<file path="config.mk">
export PLATFORM = sky130hd
export DESIGN_NAME = acl_top
export DESIGN_NICKNAME = d
export VERILOG_FILES = /design/src/hw/acl_pkg.sv /design/src/hw/acl_top.sv /design/src/hw/acl_alert_gen.sv
export SDC_FILE = /design/constraint.sdc
export NUM_CORES = 1
export LEC_CHECK = 0
export ABC_AREA = 1
export BUFFER_PORTS_ARGS = -buffer_cell sky130_fd_sc_hd__buf_2
export CORE_MARGIN = 4
export CORE_UTILIZATION = 53
export CTS_BUF_LIST = sky130_fd_sc_hd__clkbuf_16
export CTS_CLUSTER_DIAMETER = 100
export DETAILED_ROUTE_END_ITERATION = 16
export GPL_ROUTABILITY_DRIVEN = 1
export PLACE_DENSITY_LB_ADDON = 0.12
export SETUP_SLACK_MARGIN = 0.15
export SKIP_LAST_GASP = 1
export SYNTH_ARGS = -nofsm -noshare
export SYNTH_HDL_FRONTEND = slang
export SYNTH_HIERARCHICAL = 1
export SYNTH_SLANG_ARGS = --single-unit
</file>
<file path="constraint.sdc">
create_clock -name ref_clk -period 1.9 [get_ports ref_clk]
set_input_delay 0.285 -clock ref_clk [delete_from_list [all_inputs] [get_ports ref_clk]]
set_output_delay 0.285 -clock ref_clk [all_outputs]
set_load 0.01 [all_outputs]
</file>
<file path="src/hw/acl_pkg.sv">
// package: constants and carrier types of the alert configuration lock bank
package acl_pkg;
  // register offsets (8-bit pointer)
  localparam logic [7:0] ACL_OFS_CONFIG = 8'h01;
  localparam logic [7:0] ACL_OFS_UPPER  = 8'h02;
  localparam logic [7:0] ACL_OFS_LOWER  = 8'h03;
  localparam logic [7:0] ACL_OFS_CRIT   = 8'h04;
  // configuration field positions
  localparam int ACL_BIT_CRIT_LOCK   = 7;
  localparam int ACL_BIT_WINDOW_LOCK = 6;
  localparam int ACL_BIT_ALERT_CLEAR = 5;
  localparam int ACL_BIT_STATUS      = 4;
  localparam int ACL_BIT_OUT_EN      = 3;
  localparam int ACL_BIT_CRIT_ONLY   = 2;
  localparam int ACL_BIT_POLARITY    = 1;
  localparam int ACL_BIT_MODE        = 0;
  // trip registers keep bits 12:2 only
  localparam logic [15:0] ACL_TRIP_MASK = 16'h1FFC;
  // reset values
  localparam logic [15:0] ACL_RST_TRIP = 16'h0000;

  // register write/read request from the serial bus front end
  typedef struct packed {
    logic        wr;   // one-cycle write strobe
    logic [7:0]  addr; // register pointer
    logic [15:0] data; // write data
  } acl_req_t;

  // comparison results from the temperature logic
  typedef struct packed {
    logic above_window;
    logic below_window;
    logic above_crit;
  } acl_cond_t;

  // stored configuration bits
  typedef struct packed {
    logic crit_lock;
    logic window_lock;
    logic out_en;
    logic crit_only;
    logic polarity;
    logic mode;
  } acl_cfg_t;
endpackage

</file>
<file path="src/hw/acl_top.sv">
// configuration lock bits, trip registers and alert control
module acl_top (
  // clock and reset
  input  wire logic              ref_clk,
  input  wire logic              reset_n,
  // register access from the serial bus front end
  input  wire acl_pkg::acl_req_t req,
  output logic [15:0]            rd_data,
  // temperature comparison results
  input  wire acl_pkg::acl_cond_t cond,
  // alert pin
  output logic                   alert_o,
  output logic                   alert_oe_n,
  // stored thresholds for the comparator
  output logic [15:0]            upper_trip,
  output logic [15:0]            lower_trip,
  output logic [15:0]            crit_trip
);
  import acl_pkg::*;

  // all state of this module
  typedef struct packed {
    acl_cfg_t    cfg;
    logic [15:0] upper;
    logic [15:0] lower;
    logic [15:0] crit;
  } acl_st_t;

  acl_st_t     st_q;      // registered state
  acl_st_t     st_d;      // next state
  logic        locked;    // either lock bit set
  logic        clear_req; // alert clear strobe
  logic        asserted;  // alert currently asserted
  logic        wr_cfg;    // write to configuration
  logic [15:0] trip_in;   // masked trip write data

  assign locked  = st_q.cfg.crit_lock | st_q.cfg.window_lock;
  assign wr_cfg  = req.wr && (req.addr == ACL_OFS_CONFIG);
  assign trip_in = req.data & ACL_TRIP_MASK;
  // write-only clear bit acts on the write, stores nothing
  assign clear_req = wr_cfg && req.data[ACL_BIT_ALERT_CLEAR];

  // register write decode
  always_comb begin
    st_d = st_q;
    if (wr_cfg) begin
      // locks set by one write, never cleared by software
      if (req.data[ACL_BIT_CRIT_LOCK]) begin
        st_d.cfg.crit_lock = 1'b1;
      end
      if (req.data[ACL_BIT_WINDOW_LOCK]) begin
        st_d.cfg.window_lock = 1'b1;
      end
      // frozen while locked; status bit write is dropped
      if (!locked) begin
        st_d.cfg.out_en    = req.data[ACL_BIT_OUT_EN];
        st_d.cfg.crit_only = req.data[ACL_BIT_CRIT_ONLY];
        st_d.cfg.polarity  = req.data[ACL_BIT_POLARITY];
        st_d.cfg.mode      = req.data[ACL_BIT_MODE];
      end
    end else if (req.wr && req.addr == ACL_OFS_UPPER) begin
      // locked write is accepted but discarded
      if (!st_q.cfg.window_lock) begin
        st_d.upper = trip_in;
      end
    end else if (req.wr && req.addr == ACL_OFS_LOWER) begin
      if (!st_q.cfg.window_lock) begin
        st_d.lower = trip_in;
      end
    end else if (req.wr && req.addr == ACL_OFS_CRIT) begin
      if (!st_q.cfg.crit_lock) begin
        st_d.crit = trip_in;
      end
    end
  end

  // state register, cleared only by power-on reset
  always_ff @(posedge ref_clk or negedge reset_n) begin
    if (!reset_n) begin
      // locks and settings zero, thresholds at their reset value
      st_q <= '{cfg:   '0,
                upper: ACL_RST_TRIP,
                lower: ACL_RST_TRIP,
                crit:  ACL_RST_TRIP};
    end else begin
      st_q <= st_d;
    end
  end

  // read mux
  always_comb begin
    rd_data = 16'h0000;
    if (req.addr == ACL_OFS_CONFIG) begin
      rd_data[ACL_BIT_CRIT_LOCK]   = st_q.cfg.crit_lock;
      rd_data[ACL_BIT_WINDOW_LOCK] = st_q.cfg.window_lock;
      rd_data[ACL_BIT_ALERT_CLEAR] = 1'b0;
      rd_data[ACL_BIT_STATUS]      = asserted;
      rd_data[ACL_BIT_OUT_EN]      = st_q.cfg.out_en;
      rd_data[ACL_BIT_CRIT_ONLY]   = st_q.cfg.crit_only;
      rd_data[ACL_BIT_POLARITY]    = st_q.cfg.polarity;
      rd_data[ACL_BIT_MODE]        = st_q.cfg.mode;
    end else if (req.addr == ACL_OFS_UPPER) begin
      rd_data = st_q.upper;
    end else if (req.addr == ACL_OFS_LOWER) begin
      rd_data = st_q.lower;
    end else if (req.addr == ACL_OFS_CRIT) begin
      rd_data = st_q.crit;
    end
  end

  assign upper_trip = st_q.upper;
  assign lower_trip = st_q.lower;
  assign crit_trip  = st_q.crit;

  // alert generation
  acl_alert_gen acl_alert_gen_i (
    .ref_clk    (ref_clk),
    .reset_n    (reset_n),
    .cfg        (st_q.cfg),
    .cond       (cond),
    .clear_req  (clear_req),
    .asserted   (asserted),
    .alert_o    (alert_o),
    .alert_oe_n (alert_oe_n)
  );
endmodule

</file>
<file path="src/hw/acl_alert_gen.sv">
// alert source selection, interrupt latch and pin polarity
module acl_alert_gen (
  // clock and reset
  input  wire logic             ref_clk,
  input  wire logic             reset_n,
  // configuration and conditions
  input  wire acl_pkg::acl_cfg_t  cfg,
  input  wire acl_pkg::acl_cond_t cond,
  input  wire logic             clear_req,
  // results
  output logic                  asserted,
  output logic                  alert_o,
  output logic                  alert_oe_n
);
  import acl_pkg::*;

  // all state of this module
  typedef struct packed {
    logic pend;  // latched interrupt alert
    logic prev;  // previous source level, for edge detect
    logic act;   // registered assertion
  } acl_ag_st_t;

  acl_ag_st_t st_q;   // registered state
  acl_ag_st_t st_d;   // next state
  logic       src;    // selected alert source

  // next-state logic
  always_comb begin
    st_d = st_q;
    // critical only, or window plus critical
    if (cfg.crit_only) begin
      src = cond.above_crit;
    end else begin
      src = cond.above_crit | cond.above_window | cond.below_window;
    end
    st_d.prev = src;
    if (cfg.mode) begin
      // new event wins over a clear in the same cycle
      if (src && !st_q.prev) begin
        st_d.pend = 1'b1;
      end else if (clear_req) begin
        st_d.pend = 1'b0;
      end
      st_d.act = st_d.pend;
    end else begin
      // comparator mode follows the condition; clear ignored
      st_d.pend = 1'b0;
      st_d.act  = src;
    end
    // disabled output never asserts
    if (!cfg.out_en) begin
      st_d.act = 1'b0;
    end
  end

  // state register
  always_ff @(posedge ref_clk or negedge reset_n) begin
    if (!reset_n) begin
      st_q <= '0;
    end else begin
      st_q <= st_d;
    end
  end

  assign asserted = st_q.act;
  // push-pull style: drive level, enable held low at all times
  assign alert_o    = st_q.act ~^ cfg.polarity;
  assign alert_oe_n = 1'b0;
endmodule

</file>
# After elaboration in Yosys (flattened, before gate mapping)
# Index checks and enable logic that the tools add are counted.
[totals]
out_inout_bits = 66
word_cells = 50
register_bits = 42
input_bits = 30
[op_classes]
eq_ne = 4
reduce_logical = 13
mux = 11
bitwise_logic = 10
[ops]
columns = ["cell", "n"]
rows = [
  ["two-way mux 16 bit", 2],
  ["== test 8 x 2 -> 1 bit (second input constant)", 2],
  ["two-way mux 8 bit", 2],
  ["two-way mux 13 bit", 1],
  ["== test 8 x 1 -> 1 bit (second input constant)", 1],
  ["== test 8 x 3 -> 1 bit (second input constant)", 1],
  ["logical AND 1 bit", 6],
  ["two-way mux 1 bit", 6],
  ["inverter 1 bit", 6],
  ["AND reduction 2 bit", 3],
  ["AND reduction 5 bit", 1],
  ["AND reduction 4 bit", 1],
  ["OR 1 bit", 3],
  ["AND reduction 3 bit", 1],
  ["logical NOT 1 bit", 1],
  ["XNOR 1 bit", 1],
]

# Depth between registers and ports, before layout
# Gate-level depths: netlist (run 1).
[logic_depth]
depth_word = 7
ltp_mapped = 11
mapped_depth_nobuf = 10

# Cells and area by module
# Netlist (run 1), hierarchy kept.
[modules_own_cells]
columns = ["mod", "cells_per_inst", "seq_area_each_um2", "instances", "area_per_inst_um2"]
rows = [
  ["acl_top", 306, 975.9, 1, 2331.0],
  ["acl_alert_gen", 21, 75.1, 1, 166.4],
]

# Least setup slack after synthesis (run 1)
# OpenSTA, ideal clock, no wires.
[synth_timing]
path_type = "input port to output port"
startpoint = "input port req[19] (netlist bit)"
endpoint = "output port rd_data[10]"
setup_slack_ns = 0.463
path_buffers = 1
arrival_ns = 1.152
stages = 5
required_ns = 1.615
cell_sequence = "or2_4 > nor3_4 > buf_6 > nand2_1 > nand3_1"
[synth_via]
elab_chain_cells = 5
elab_cells_between_ends = 8
classes_between = "4 x eq/ne; 4 x mux"
[synth_lines]
columns = ["item", "line_no", "rtl"]
rows = [
  ["from (decl)", "acl_top.sv:7", "input wire acl_pkg::acl_req_t req,"],
  ["== test 8 x 3 -> 1 bit", "acl_top.sv:106", "end else if (req.addr == ACL_OFS_CRIT) begin"],
  ["two-way mux 13 bit", "acl_top.sv:106", ""],
  ["two-way mux 16 bit", "acl_top.sv:104", "end else if (req.addr == ACL_OFS_LOWER) begin"],
  ["two-way mux 16 bit", "acl_top.sv:102", "end else if (req.addr == ACL_OFS_UPPER) begin"],
  ["two-way mux 8 bit *", "acl_top.sv:93", "if (req.addr == ACL_OFS_CONFIG) begin"],
  ["to (decl)", "acl_top.sv:8", "output logic [15:0] rd_data,"],
]
# Every way passes the cells marked *; elsewhere a longest branch is shown, timed or not.

# Worst setup path after layout (run 1)
[layout_timing]
startpoint = "input port req[21] (netlist bit)"
endpoint = "output port rd_data[6]"
# The elaborated chain is that of the path after synthesis.

==> results of run 1 <==
## flip-flops by register name, indices dropped and copies added (netlist names)
name	count
upper_trip	11
st_q	6
crit_trip	11
acl_alert_gen_i/asserted	1
lower_trip	11
acl_alert_gen_i/st_q	2
## final cells by class
class,instances,area share [%]
tap,52,2.29
multi-input combinational,216,34.0
inverter,21,2.77
clock inverter,3,2.24
clock buffer,5,4.40
sequential,42,36.9
timing repair buffer,88,17.4
## power by group through the flow
stage                     Combinational [mW]  Sequential (mW)  Clock [mW]
after floorplan                        0.107            0.932           0
after global placement                 0.144            0.934           0
after detailed placement               0.146            0.934           0
after CTS                              0.147            0.918        1.10
after global routing                   0.165            0.920        1.13
final                                  0.148            0.918        1.09
## cell families (layout without fill, tap and decap cells)
family	after synthesis	after routing	share of synthesized area, %
flops	42	42	42.1
buf+inv	86	117	21.7
compound gates	7	7	1.85
simple gates	189	189	33.7
other cells	2	19	0.301
xor+xnor	1	1	0.351
## cell usage in the layout, fill, tap and decap left out
cell	synthesis	final
dfrtp_1	42	42
buf_4	52	13
buf_6	2	1
clkbuf_16	0	5
and3_1	1	1
xnor2_1	1	1
nand2_1	102	102
a21oi_2	1	1
buf_2	7	73
nor2_4	1	1
clkinv_1	1	2
buf_12	0	1
nor2_1	12	12
nand4_1	5	5
or2_4	1	1
nand3_2	1	1
bufinv_16	0	2
inv_2	0	1
inv_1	20	19
a31o_2	1	1
o21ai_0	4	4
nor2_2	1	1
nand3_1	61	61
o21ai_2	1	1
conb_1	2	19
nor3_4	1	1
nand2_2	3	3
## per-layer routing
| layer | wire, um | vias up | global-route usage [%] |
|---|---|---|---|
| met1 | 2730 | 1022 | 27.1 |
| met3 | 372 | 7 | 5.20 |
| li1 | - | 1060 | - |
| met2 | 3040 | 80 | 35.9 |
| met5 | 0 | - | 0 |
| met4 | 54 | 0 | 4.53 |
## worst register-to-register path: cells and delay by family, from the launching register on
family          cells  cell delay (ns)
simple gates        2             0.27
buf+inv             2             0.46
compound gates      1             0.09
flops               1             0.40
## worst paths after layout
path                       cells past startpoint                       to          start
min                                            2            upper_trip[3]        reset_n
max                                            8               rd_data[6]        req[21]
max in group asynchronous                      2            upper_trip[8]        reset_n
min in group ref_clk                           3  acl_alert_gen_i/st_q[1]        cond[0]
max reg2reg                                    5                 st_q[51]       st_q[52]
min reg2reg                                    2            lower_trip[8]  lower_trip[8]
## stage by stage
stage,hold slack (ns),std cells,setup WS [ns],total power [mW]
floorplan,-0.0106,344,0.463,1.04
global placement,0.381,418,0.214,1.08
detailed placement,0.384,418,0.201,1.08
CTS,0.0818,426,0.213,2.17
global route,0.109,427,0.144,2.22
finish,0.0652,427,0.278,2.15
## cells in the mapped netlist (2+ instances only)
cell        n  area (um2)
dfrtp_1    42        1050
nor2_1     12        45.0
nand4_1     5        31.3
nand3_1    61         305
clkbuf_1    4        15.0
inv_1      20        75.1
o21ai_0     4        20.0
nand2_2     3        18.8
nand2_1   102         383
buf_4      52         390
conb_1      2        7.51
buf_6       2        22.5
buf_2       7        35.0
## what timing repair did
item / CTS / global route
resized for setup: 0 / 2
setup endpoints to repair: 0 / 7
buffers inserted: 0 / 1
==> impl.org, run 1 <==
** Timing
- Fin crit share :: approximately 85%
- The number of max-slew violations in the final report is 0.
- Total negative slack :: 0 ns
- The smallest clock period supported by the final layout is computed as ~1.6 ns.
- The hold violation total from the final report is 0.
- Headroom to the max-slew limit :: about 64%
- Setup repair after global routing missed its margin :: true
- Final setup violating endpoints :: 0
- Across the routed clock network, the largest skew measured is 0.00327 ns.
- Highest achievable clock rate :: between 0.6 and 0.7 GHz
- Slew of the pin with the lowest slew margin :: between 0.5 and 0.6 ns

** Setup path
- Cell type group with the largest total delay on the critical path :: buffers and inverters
- In this run the register-to-register setup slack is about 0.56 ns.
- Data required, critical path :: between 1.5 and 2 ns
- The slowest stage of the critical path is the buf_6 cell.
- Highest cell delay on the worst timing path :: 0.20 ns
- Worst path arrival time :: around 1.3 ns
- The signal on the critical path passes through buf_2 > nor2_1 > nand2_1 > inv_1 > buf_6 > nand3_1 > nand4_1 > buf_2.
- Maximum fanout along the worst path :: 18
- By instance count, the cell type seen most on the critical path is buf_2.
- Counting both buffers and inverters, the worst setup path holds a total of 4.
- Type of element launching the critical path :: primary input
- WS Path Type :: primary input to primary output
- STA classifies the critical path endpoint as a primary output.

** Detailed routing
- Initial DRT Pass Iterations :: 4
- Number of DRC markers after the initial detailed-route iteration :: around 160
- Number of DRC violations after detailed routing :: 0
- The detail route stage leaves a number of antenna-violating nets equal to 0.
- Summed over all layers, the routed wires come to between 6 and 7 mm.
- Vias/cell :: 5.08
- Wire length per cell after detailed routing :: between 10 and 15 um
- Total vias in the final route :: between 2000 and 2500

** Synth
- Async SR Flop Fraction :: 100%
- Yosys mapped the design onto 24 distinct sky130hd cell types.
- Counting flops and latches in the post-synthesis netlist gives 42.
- Mapped Area :: about 2500 um2
- Post-Syn Instances :: about 330
- For this run, the leading register cell type out of synthesis is dfrtp_1.
- Sequential elements use roughly 42% of the synthesized area.
- Ys Warns :: 6
- The average instance in the mapped netlist occupies 7.64 um2.
- Number of synthesized flops with an enable pin :: 0

** Global routing
- The via count of the first global-routing pass came to 2041.
- Global routing finished with a remaining overflow of 0.
- Antenna violations before repair :: 0
- Entering global routing, the biggest net connects 43 pins.
- Gr usage total :: 21.1%
- Global-route wire length before repair :: just under 10 mm

** Floorplan
- Initial core utilization :: a little under three fifths
- The floorplan step defined a die boundary enclosing approximately 5900 um2.
- From left edge to right edge, the die measures between 70 and 80 um.
- Die Height :: 76.6 um
- Number of placement rows :: 24
- The total area inside the core boundary comes to about 4400 um2.
- Io pins :: 96

** CTS
- Root buffer cell :: clkbuf_16
- Clock tree from TritonCTS :: done
- Number of buffers created by CTS :: 5
- CTS built an H-tree with a depth of 2.
- For this design, the CTS-stage hold fixing added 0 buffers.
- At the later pin of the worst-skew pair, clock insertion delay measures between 0.2 and 0.3 ns.
- Clock sink count :: 42
- After clock tree synthesis, the clock-pin slew on the worst setup and hold paths is about 0.060 ns.
- Number of buffers on the longest clock path :: 2

** Pwr
- The analysis attributes to net switching a power of between 0.4 and 0.5 mW.
- In this run, flip-flops and latches consume 42.6% of the power.
- Power spread over the standard cell area amounts to between 700 and 800 nW/um2.
- Clock group share of total power :: 50.5%
- In this run the static leakage power is between 1.5 and 2 nW.
- Cell-internal power :: 1.70 mW
- Maximum ir drop on the vdd rail :: approximately 0.47 mV
- Combinational fraction of design power :: roughly 6.9%
- In this run switching power makes up 21.0% of total power.

** Final layout
- Register cell area after layout :: 1050 um2
- Cells with a size suffix above 1 make up between 20% and 30% of the layout.
- Compared with the post-synthesis result, the final layout area differs by 14.0%.
- Post-layout nets :: just over 400
- The finished cells cover 2850 um2.
- Ant diodes :: 0
- Fill cell count :: 411
- Summing all multi-input logic gate instances after layout gives around 970 um2.
- Finished Core Util :: around 64%

** Run status
- The flow ran to the end, and the final reports show no timing, DRC or antenna violations.

** Place
- Last weighted congestion value of the routability-driven placer :: ~0.85
- During placement, the flow inserted port buffers numbering 73.
- Summing all placed instances gives a cell area of around 2600 um2.
- Estimated wirelength of the detail-placed design :: roughly 4.6 mm

** Run
- The tool flagged a number of max-cap violations equal to 0.

** Min path
- The path class of the tightest hold or removal check is primary input to asynchronous set/reset pin.
Power figures use the tool's default switching activity.
==> run 2: changes to the inputs <==
==> constraint.sdc (replaced) <==
create_clock -name ref_clk -period 1.9 [get_ports ref_clk]
set_input_delay 0 -clock ref_clk [delete_from_list [all_inputs] [get_ports ref_clk]]
set_output_delay 0 -clock ref_clk [all_outputs]
set_load 0.01 [all_outputs]
==> impl.org, run 2 (synthesized netlist as in run 1, its figures left out) <==
** Setup path
- The largest individual stage delay along the critical path comes from the cell dlygate4sd3_1.
- The largest fanout of any net on the critical path was 8 (-10).
- The worst setup path is captured at a flop.
- Worst path cell trace :: dlygate4sd3_1 > buf_2 > inv_1 > nor2_1 > nand3_2 > nand2_1 > o21ai_0
- Type of element launching the critical path :: primary input
- The data required time at the worst endpoint is 2.06 ns (+0.44 ns).
- The delay of the slowest cell on the worst path was 0.52 ns (+0.32 ns).
- WS Path Type :: primary input to flop
- The sum of buffers and inverters on the critical path came to 3 (-1).
- The arrival time at the worst endpoint was 1.52 ns (+0.18 ns).
- In this design, the largest share of critical-path delay is due to buffers and inverters.

** CTS
- The clock-pin slew of the registers on the worst-case setup and hold paths came to 0.06 ns (about the same).
- Number of buffers created by CTS :: 5 (unchanged)
- The maximum root-to-sink buffer count was 2 (unchanged).
- Clock tree from TritonCTS :: done
- Clock sink count :: 42 (unchanged)
- H-tree depth reported by CTS :: 2 (unchanged)
- Count of cells resized by post-cts repair :: 0 (unchanged)
- The tree is rooted in a clkbuf_16.
- Skew-Pair Late Insertion Delay :: 0.28 ns (about the same)

** Detailed routing
- Wire length per cell after detailed routing :: 13.9 um (-3.9%)
- Wire length reported by the detailed router :: 6.01 mm (-3.0%)
- Initial DRT Pass Iterations :: 6 (+2)
- The DRC marker count from the first detailed-route iteration is 135 (-16%).
- The DRC violations left came to 0 (unchanged).
- The number of antenna-violating nets in the routed design was 0 (unchanged).
- Vias/cell :: 4.99 (-1.8%)
- The total number of vias came to 2151 (-0.83%).

** Pwr
- The leakage power was 1.72 nW (+0.46%).
- The ratio of total power to cell area came to 753 nW/um2 (-0.51%).
- Maximum ir drop on the vdd rail :: 0.371 mV (-20%)

** Floorplan
- The initial standard-cell utilization of the core came to 56.2% (unchanged).
- DIE AREA :: 5870 um2 (unchanged)
- Die W :: 76.6 um (unchanged)
- Io pins :: 96 (unchanged)
- Die Height :: 76.6 um (unchanged)
- The floorplan row count came to 24 (unchanged).
- Total core area :: 4440 um2 (unchanged)

** Place
- Count of placed standard cells including taps :: 415 (-0.72%)
- Last weighted congestion value of the routability-driven placer :: 0.817 (-4.4%)
- The post-place instance area was 2610 um2 (-0.86%).
- The count of port buffers added during placement was 73 (unchanged).
- Estimated wirelength of the detail-placed design :: 4.56 mm (-0.34%)

** Final layout
- Post-layout nets :: 408 (+0.99%)
- Ant diodes :: 0 (unchanged)
- The fraction of final layout cells with drive strength greater than 1 was 27.2% (-1.4 points).
- Area overhead of the layout relative to synthesis :: 15.5%
- The final cell count without fillers came to 431 (+0.94%).
- Leaving out fill and tap cells, the most frequent cell in the layout is nand2_1.
- The post-route cell area came to 2890 um2 (+1.4%).
- Most frequent cells in the layout :: 102 x nand2_1, 73 x buf_2, 61 x nand3_1, 42 x dfrtp_1, 20 x inv_1

** Timing
- The setup violation total in the final timing report is 0 (unchanged).
- Highest achievable clock rate :: 0.735 GHz (+19%)
- Total negative slack :: 0 ns (unchanged)
- The shortest clock period the worst path allows after layout was 1.36 ns (-0.263 ns).
- Final Skew :: 0.00422 ns (+0.000946 ns)
- Setup repair after global routing missed its margin :: false
- The hold violation total from the final report is 0 (unchanged).
- The worst hold margin was 0.00702 ns (-0.0582 ns).
- The post-route fraction of the period consumed by the critical path came to 71.6% (-14 points).
- The number of max-slew violations in the final report was 0 (unchanged).

** Global routing
- The aggregate global-route resource usage came to 21.7% (+0.57 points).
- Maximum number of pins on one net before global-route repair :: 19 (-56%)
- The wire length of the first global-routing pass was 10.2 mm (+3.0%).
- Leftover overflow at the end of global routing :: 0 (unchanged)
- The via count of the first global-routing pass was 2105 (+3.1%).
- The number of antenna violations at the first check in global routing came to 0 (unchanged).

** Run status
- Outcome :: finished clean

** Run
- Max-cap viol count :: 0 (unchanged)

** Min path
- Kind of path behind the tightest hold check :: primary input to flop
run 2: routing by layer:
layer  wire, um  vias to the layer above  track usage [%]
li1           -                     1066                -
met1       2580                      995             28.5
met2       2900                       82             35.6
met3        471                        8             5.67
met4         55                        0             5.25
met5          0                        -                0
run 2: layout make-up:
type | instances | area, um2
flip-flops and latches | 42 | 1050
multi-input cells | 216 | 968
fillers | 413 | 1560
well taps | 52 | 65.1
clock inverters | 3 | 68.8
repair buffers | 92 | 528
clock buffers | 5 | 125
inverters | 21 | 78.8
run 2: worst paths after layout:
kind | end | startpoint | cells after the start | slack, ns
min | lower_trip[7] | req[7] | 3 | 0.007
max reg2reg | st_q[49] | st_q[53] | 4 | 0.60
min in group asynchronous | upper_trip[7] | reset_n | 2 | 0.17
min reg2reg | upper_trip[9] | upper_trip[9] | 2 | 0.50
max | st_q[49] | req[24] | 7 | 0.54
max in group asynchronous | crit_trip[10] | reset_n | 3 | 1.20
run 2: worst reg2reg max path, delay by kind of cell, from the launching register on:
| family | cells | cell delay [ns] |
|---|---|---|
| AOI/OAI and AO/OA | 1 | 0.08 |
| DFF | 1 | 0.39 |
| and+or+nand+nor | 3 | 0.70 |
run 2: report_power, final:
group	internal [mW]	switching (mW)	total, mW	leakage (nW)
combinational	0.0549	0.103	0.158	1.05
sequential	0.908	0.0102	0.918	0.575
clock	0.755	0.343	1.10	0.0940
run 2: timing repair:
item / 4_1_cts / 5_1_grt
hold buffers: 8 / 0
setup buffers: 0 / 0
endpoints found under the hold margin: 20 / 0
run 2: through the flow:
stage          utilization, %  power, mW  setup WS, ns
6_report                 64.9       2.17         0.540
5_1_grt                  64.9       2.27         0.333
4_1_cts                  64.9       2.19         0.519
3_5_place_dp             58.8       1.08         0.581
3_3_place_gp             58.8       1.08         0.611
2_1_floorplan               -       1.04         0.847
==> run 3: changes to the inputs <==
CORE_UTILIZATION = 44   (was 53)
clock period = 1.11 ns   (was 1.9 ns; I/O delays follow)
==> impl.org, run 3 (synthesized netlist as in run 1, its figures left out) <==
** Run status
- The flow ran to the end, but the final reports show violations.
- Violated checks :: hold timing

** Pwr
- The ratio of total power to cell area came to 892 nW/um2 (+18%).
- The leakage power is 2.17 nW (+26%).
- The worst ir drop on vdd came to 0.655 mV (+76%).
- The overall power after layout was 3.35 mW (+54%).

** Setup path
- The reg2reg setup slack was 0.03 ns (-0.57 ns).
- The worst register-to-register path ends at crit_trip[7].
- The largest fanout of any net on the critical path is 7 (-1).
- WS Path Type :: flop to flop
- Startpoint of the lowest-slack register-to-register path :: st_q[53]
- Crit. End Element :: flop
- The worst reg-to-reg path cell count was 5 (+1).
- The arrival time at the worst endpoint was 1.30 ns (-0.22 ns).
- Type of element launching the critical path :: flop
- Data required, critical path :: 1.33 ns (-0.73 ns)

** Floorplan
- The number of placed I/O pins is 96 (unchanged).
- The core area is 5510 um2 (+24%).
- Die Height :: 83.3 um (+8.7%)
- Die W :: 83.3 um (+8.7%)
- Initial core utilization :: 45.4% (-11 points)
- Number of placement rows :: 27 (+13%)
- The floorplan die area was 6950 um2 (+18%).

** Global routing
- Global-route wire length before repair :: 12.3 mm (+20%)
- Leftover overflow at the end of global routing :: 0 (unchanged)
- The largest net degree at the start of global routing is 43 (+24).
- The routing usage on met2 came to 37.8% (+2.2 points).
- Met1 Track Usage GR :: 27.3% (-1.2 points)
- Gr usage total :: 22.1% (+0.48 points)
- Met3 demand-to-capacity share in global routing :: 4.86% (-0.81 points)
- Antenna violations before repair :: 0 (unchanged)
- The via count of the first global-routing pass came to 2471 (+17%).
- After global routing, the most crowded layer is met2.

** CTS
- Skew-Pair Late Insertion Delay :: 0.28 ns (about the same)
- Number of buffers created by CTS :: 5 (unchanged)
- Root buffer cell :: clkbuf_16
- Clock sink count :: 42 (unchanged)
- Number of buffers on the longest clock path :: 2 (unchanged)
- TritonCTS built the clock tree.
- The number of H-tree branching levels was 2 (unchanged).
- The clock-pin slew of the registers on the worst-case setup and hold paths was 0.06 ns (about the same).

** Detailed routing
- Number of DRC markers after the initial detailed-route iteration :: 127 (-5.9%)
- The DRC violations left is 0 (unchanged).
- The average vias per placed instance came to 4.96 (-0.68%).
- The routed length per instance is 15.3 um (+9.9%).
- Initial DRT Pass Iterations :: 4 (-2)
- The number of antenna-violating nets in the routed design is 0 (unchanged).
- The aggregate routed wire length was 7.81 mm (+30%).
- The total number of vias is 2528 (+18%).

** Place
- The sum of net half-perimeters after detailed placement is 4.90 mm (+7.6%).
- The minimum setup slack after placement came to -0.0182 ns (-0.599 ns).
- The final RePlAce weighted congestion is 0.830 (+1.6%).
- The count of port buffers added during placement came to 73 (unchanged).

** Final layout
- Most frequent cells in the layout :: 79 x nand2_1, 56 x buf_2, 42 x buf_4, 41 x dfrtp_1, 40 x nand3_1
- Post-layout nets :: 467 (+14%)
- Leaving out fill and tap cells, the most frequent cell in the layout is nand2_1.
- The fraction of final layout cells with drive strength greater than 1 came to 48.6% (+21 points).
- The core utilization of the finished layout came to 68.2% (+3.3 points).
- Ant diodes :: 0 (unchanged)
- Compared with the post-synthesis result, the final layout area differs by 50.5%.

** Min path
- End point of the most critical hold path :: crit_trip[2]
- Kind of path behind the tightest hold check :: primary input to flop
- Start point of the worst min-delay path :: req[2]
- The number of cells traversed by the worst hold path is 3 (unchanged).

** Timing
- Final worst slack :: 0.0300 ns (-0.510 ns)
- Pins over their slew limit :: 0 (unchanged)
- The clock skew came to 0.00396 ns (-0.000258 ns).
- The clock period could shrink to about 1.1 ns.
- Count of endpoints failing hold in the final timing report :: 1 (+1)
- Setup repair after global routing missed its margin :: true
- The setup violation total in the final timing report is 0 (unchanged).
- Highest achievable clock rate :: 0.926 GHz
- The worst hold margin is -0.00386 ns (-0.0109 ns).
- Dividing the final minimum period by the clock period gives 97.3%.

** Run
- The number of max-cap violations is 0 (unchanged).
-- run 3: area by class of cell --
cell class,instances,area [um2]
Inverter,21,81.3
Clock inverter,3,12.5
Tap cell,72,90.1
Timing Repair Buffer,150,1180
Clock buffer,5,125
Sequential cell,42,1050
Multi-Input combinational cell,217,1210
Fill cell,463,1750
-- run 3: how the worst max path moves through the flow --
stage	start	end	slack, ns	cells after the start
finish	st_q[53]	crit_trip[7]	0.03	5
global route	st_q[53]	crit_trip[9]	-0.04	5
CTS	upper_trip[12]	rd_data[12]	0.07	3
detailed placement	req[19]	rd_data[10]	-0.02	7
global placement	req[23]	lower_trip[8]	0.02	10
floorplan	req[19]	crit_trip[2]	0.13	6
-- run 3: where the power goes --
| group | switching [mW] | internal, mW | total (mW) | leakage, nW |
|---|---|---|---|---|
| registers | 0.0218 | 1.55 | 1.58 | 0.575 |
| logic | 0.217 | 0.175 | 0.392 | 1.52 |
| clock network | 0.569 | 0.813 | 1.38 | 0.0724 |
-- run 3: repair_timing --
item	in CTS	in global routing
endpoints found under the setup margin	50	63
endpoints found under the hold margin	57	0
hold buffers	13	0
gates cloned	2	1
buffers inserted	28	11
pin swaps	45	30
gates resized for setup	37	71
-- run 3: per-stage QoR --
step	cells	hold WS (ns)	instance area, um2	TNS (ns)
floorplan	344	-0.296	2590	0
global placement	447	-0.00966	2760	0
detailed placement	447	-0.00668	2760	-0.0616
CTS	498	0.00348	3380	0
global route	510	0.0184	3760	-0.0457
finish	510	-0.00386	3760	0
-- run 3: critical path, cell delays in order, from the launching register on --
cell and delay (ns):
dfrtp_1 0.43, nor2_4 0.18, buf_6 0.14, buf_8 0.12, nand3_2 0.08, nand2_1 0.07
-- run 3: routing by layer --
| layer | part of all wire [%] | up-vias |
|---|---|---|
| met5 | 0 | - |
| met2 | 50 | 116 |
| met4 | 2.0 | 0 |
| met3 | 7.7 | 15 |
| li1 | - | 1192 |
| met1 | 40 | 1205 |
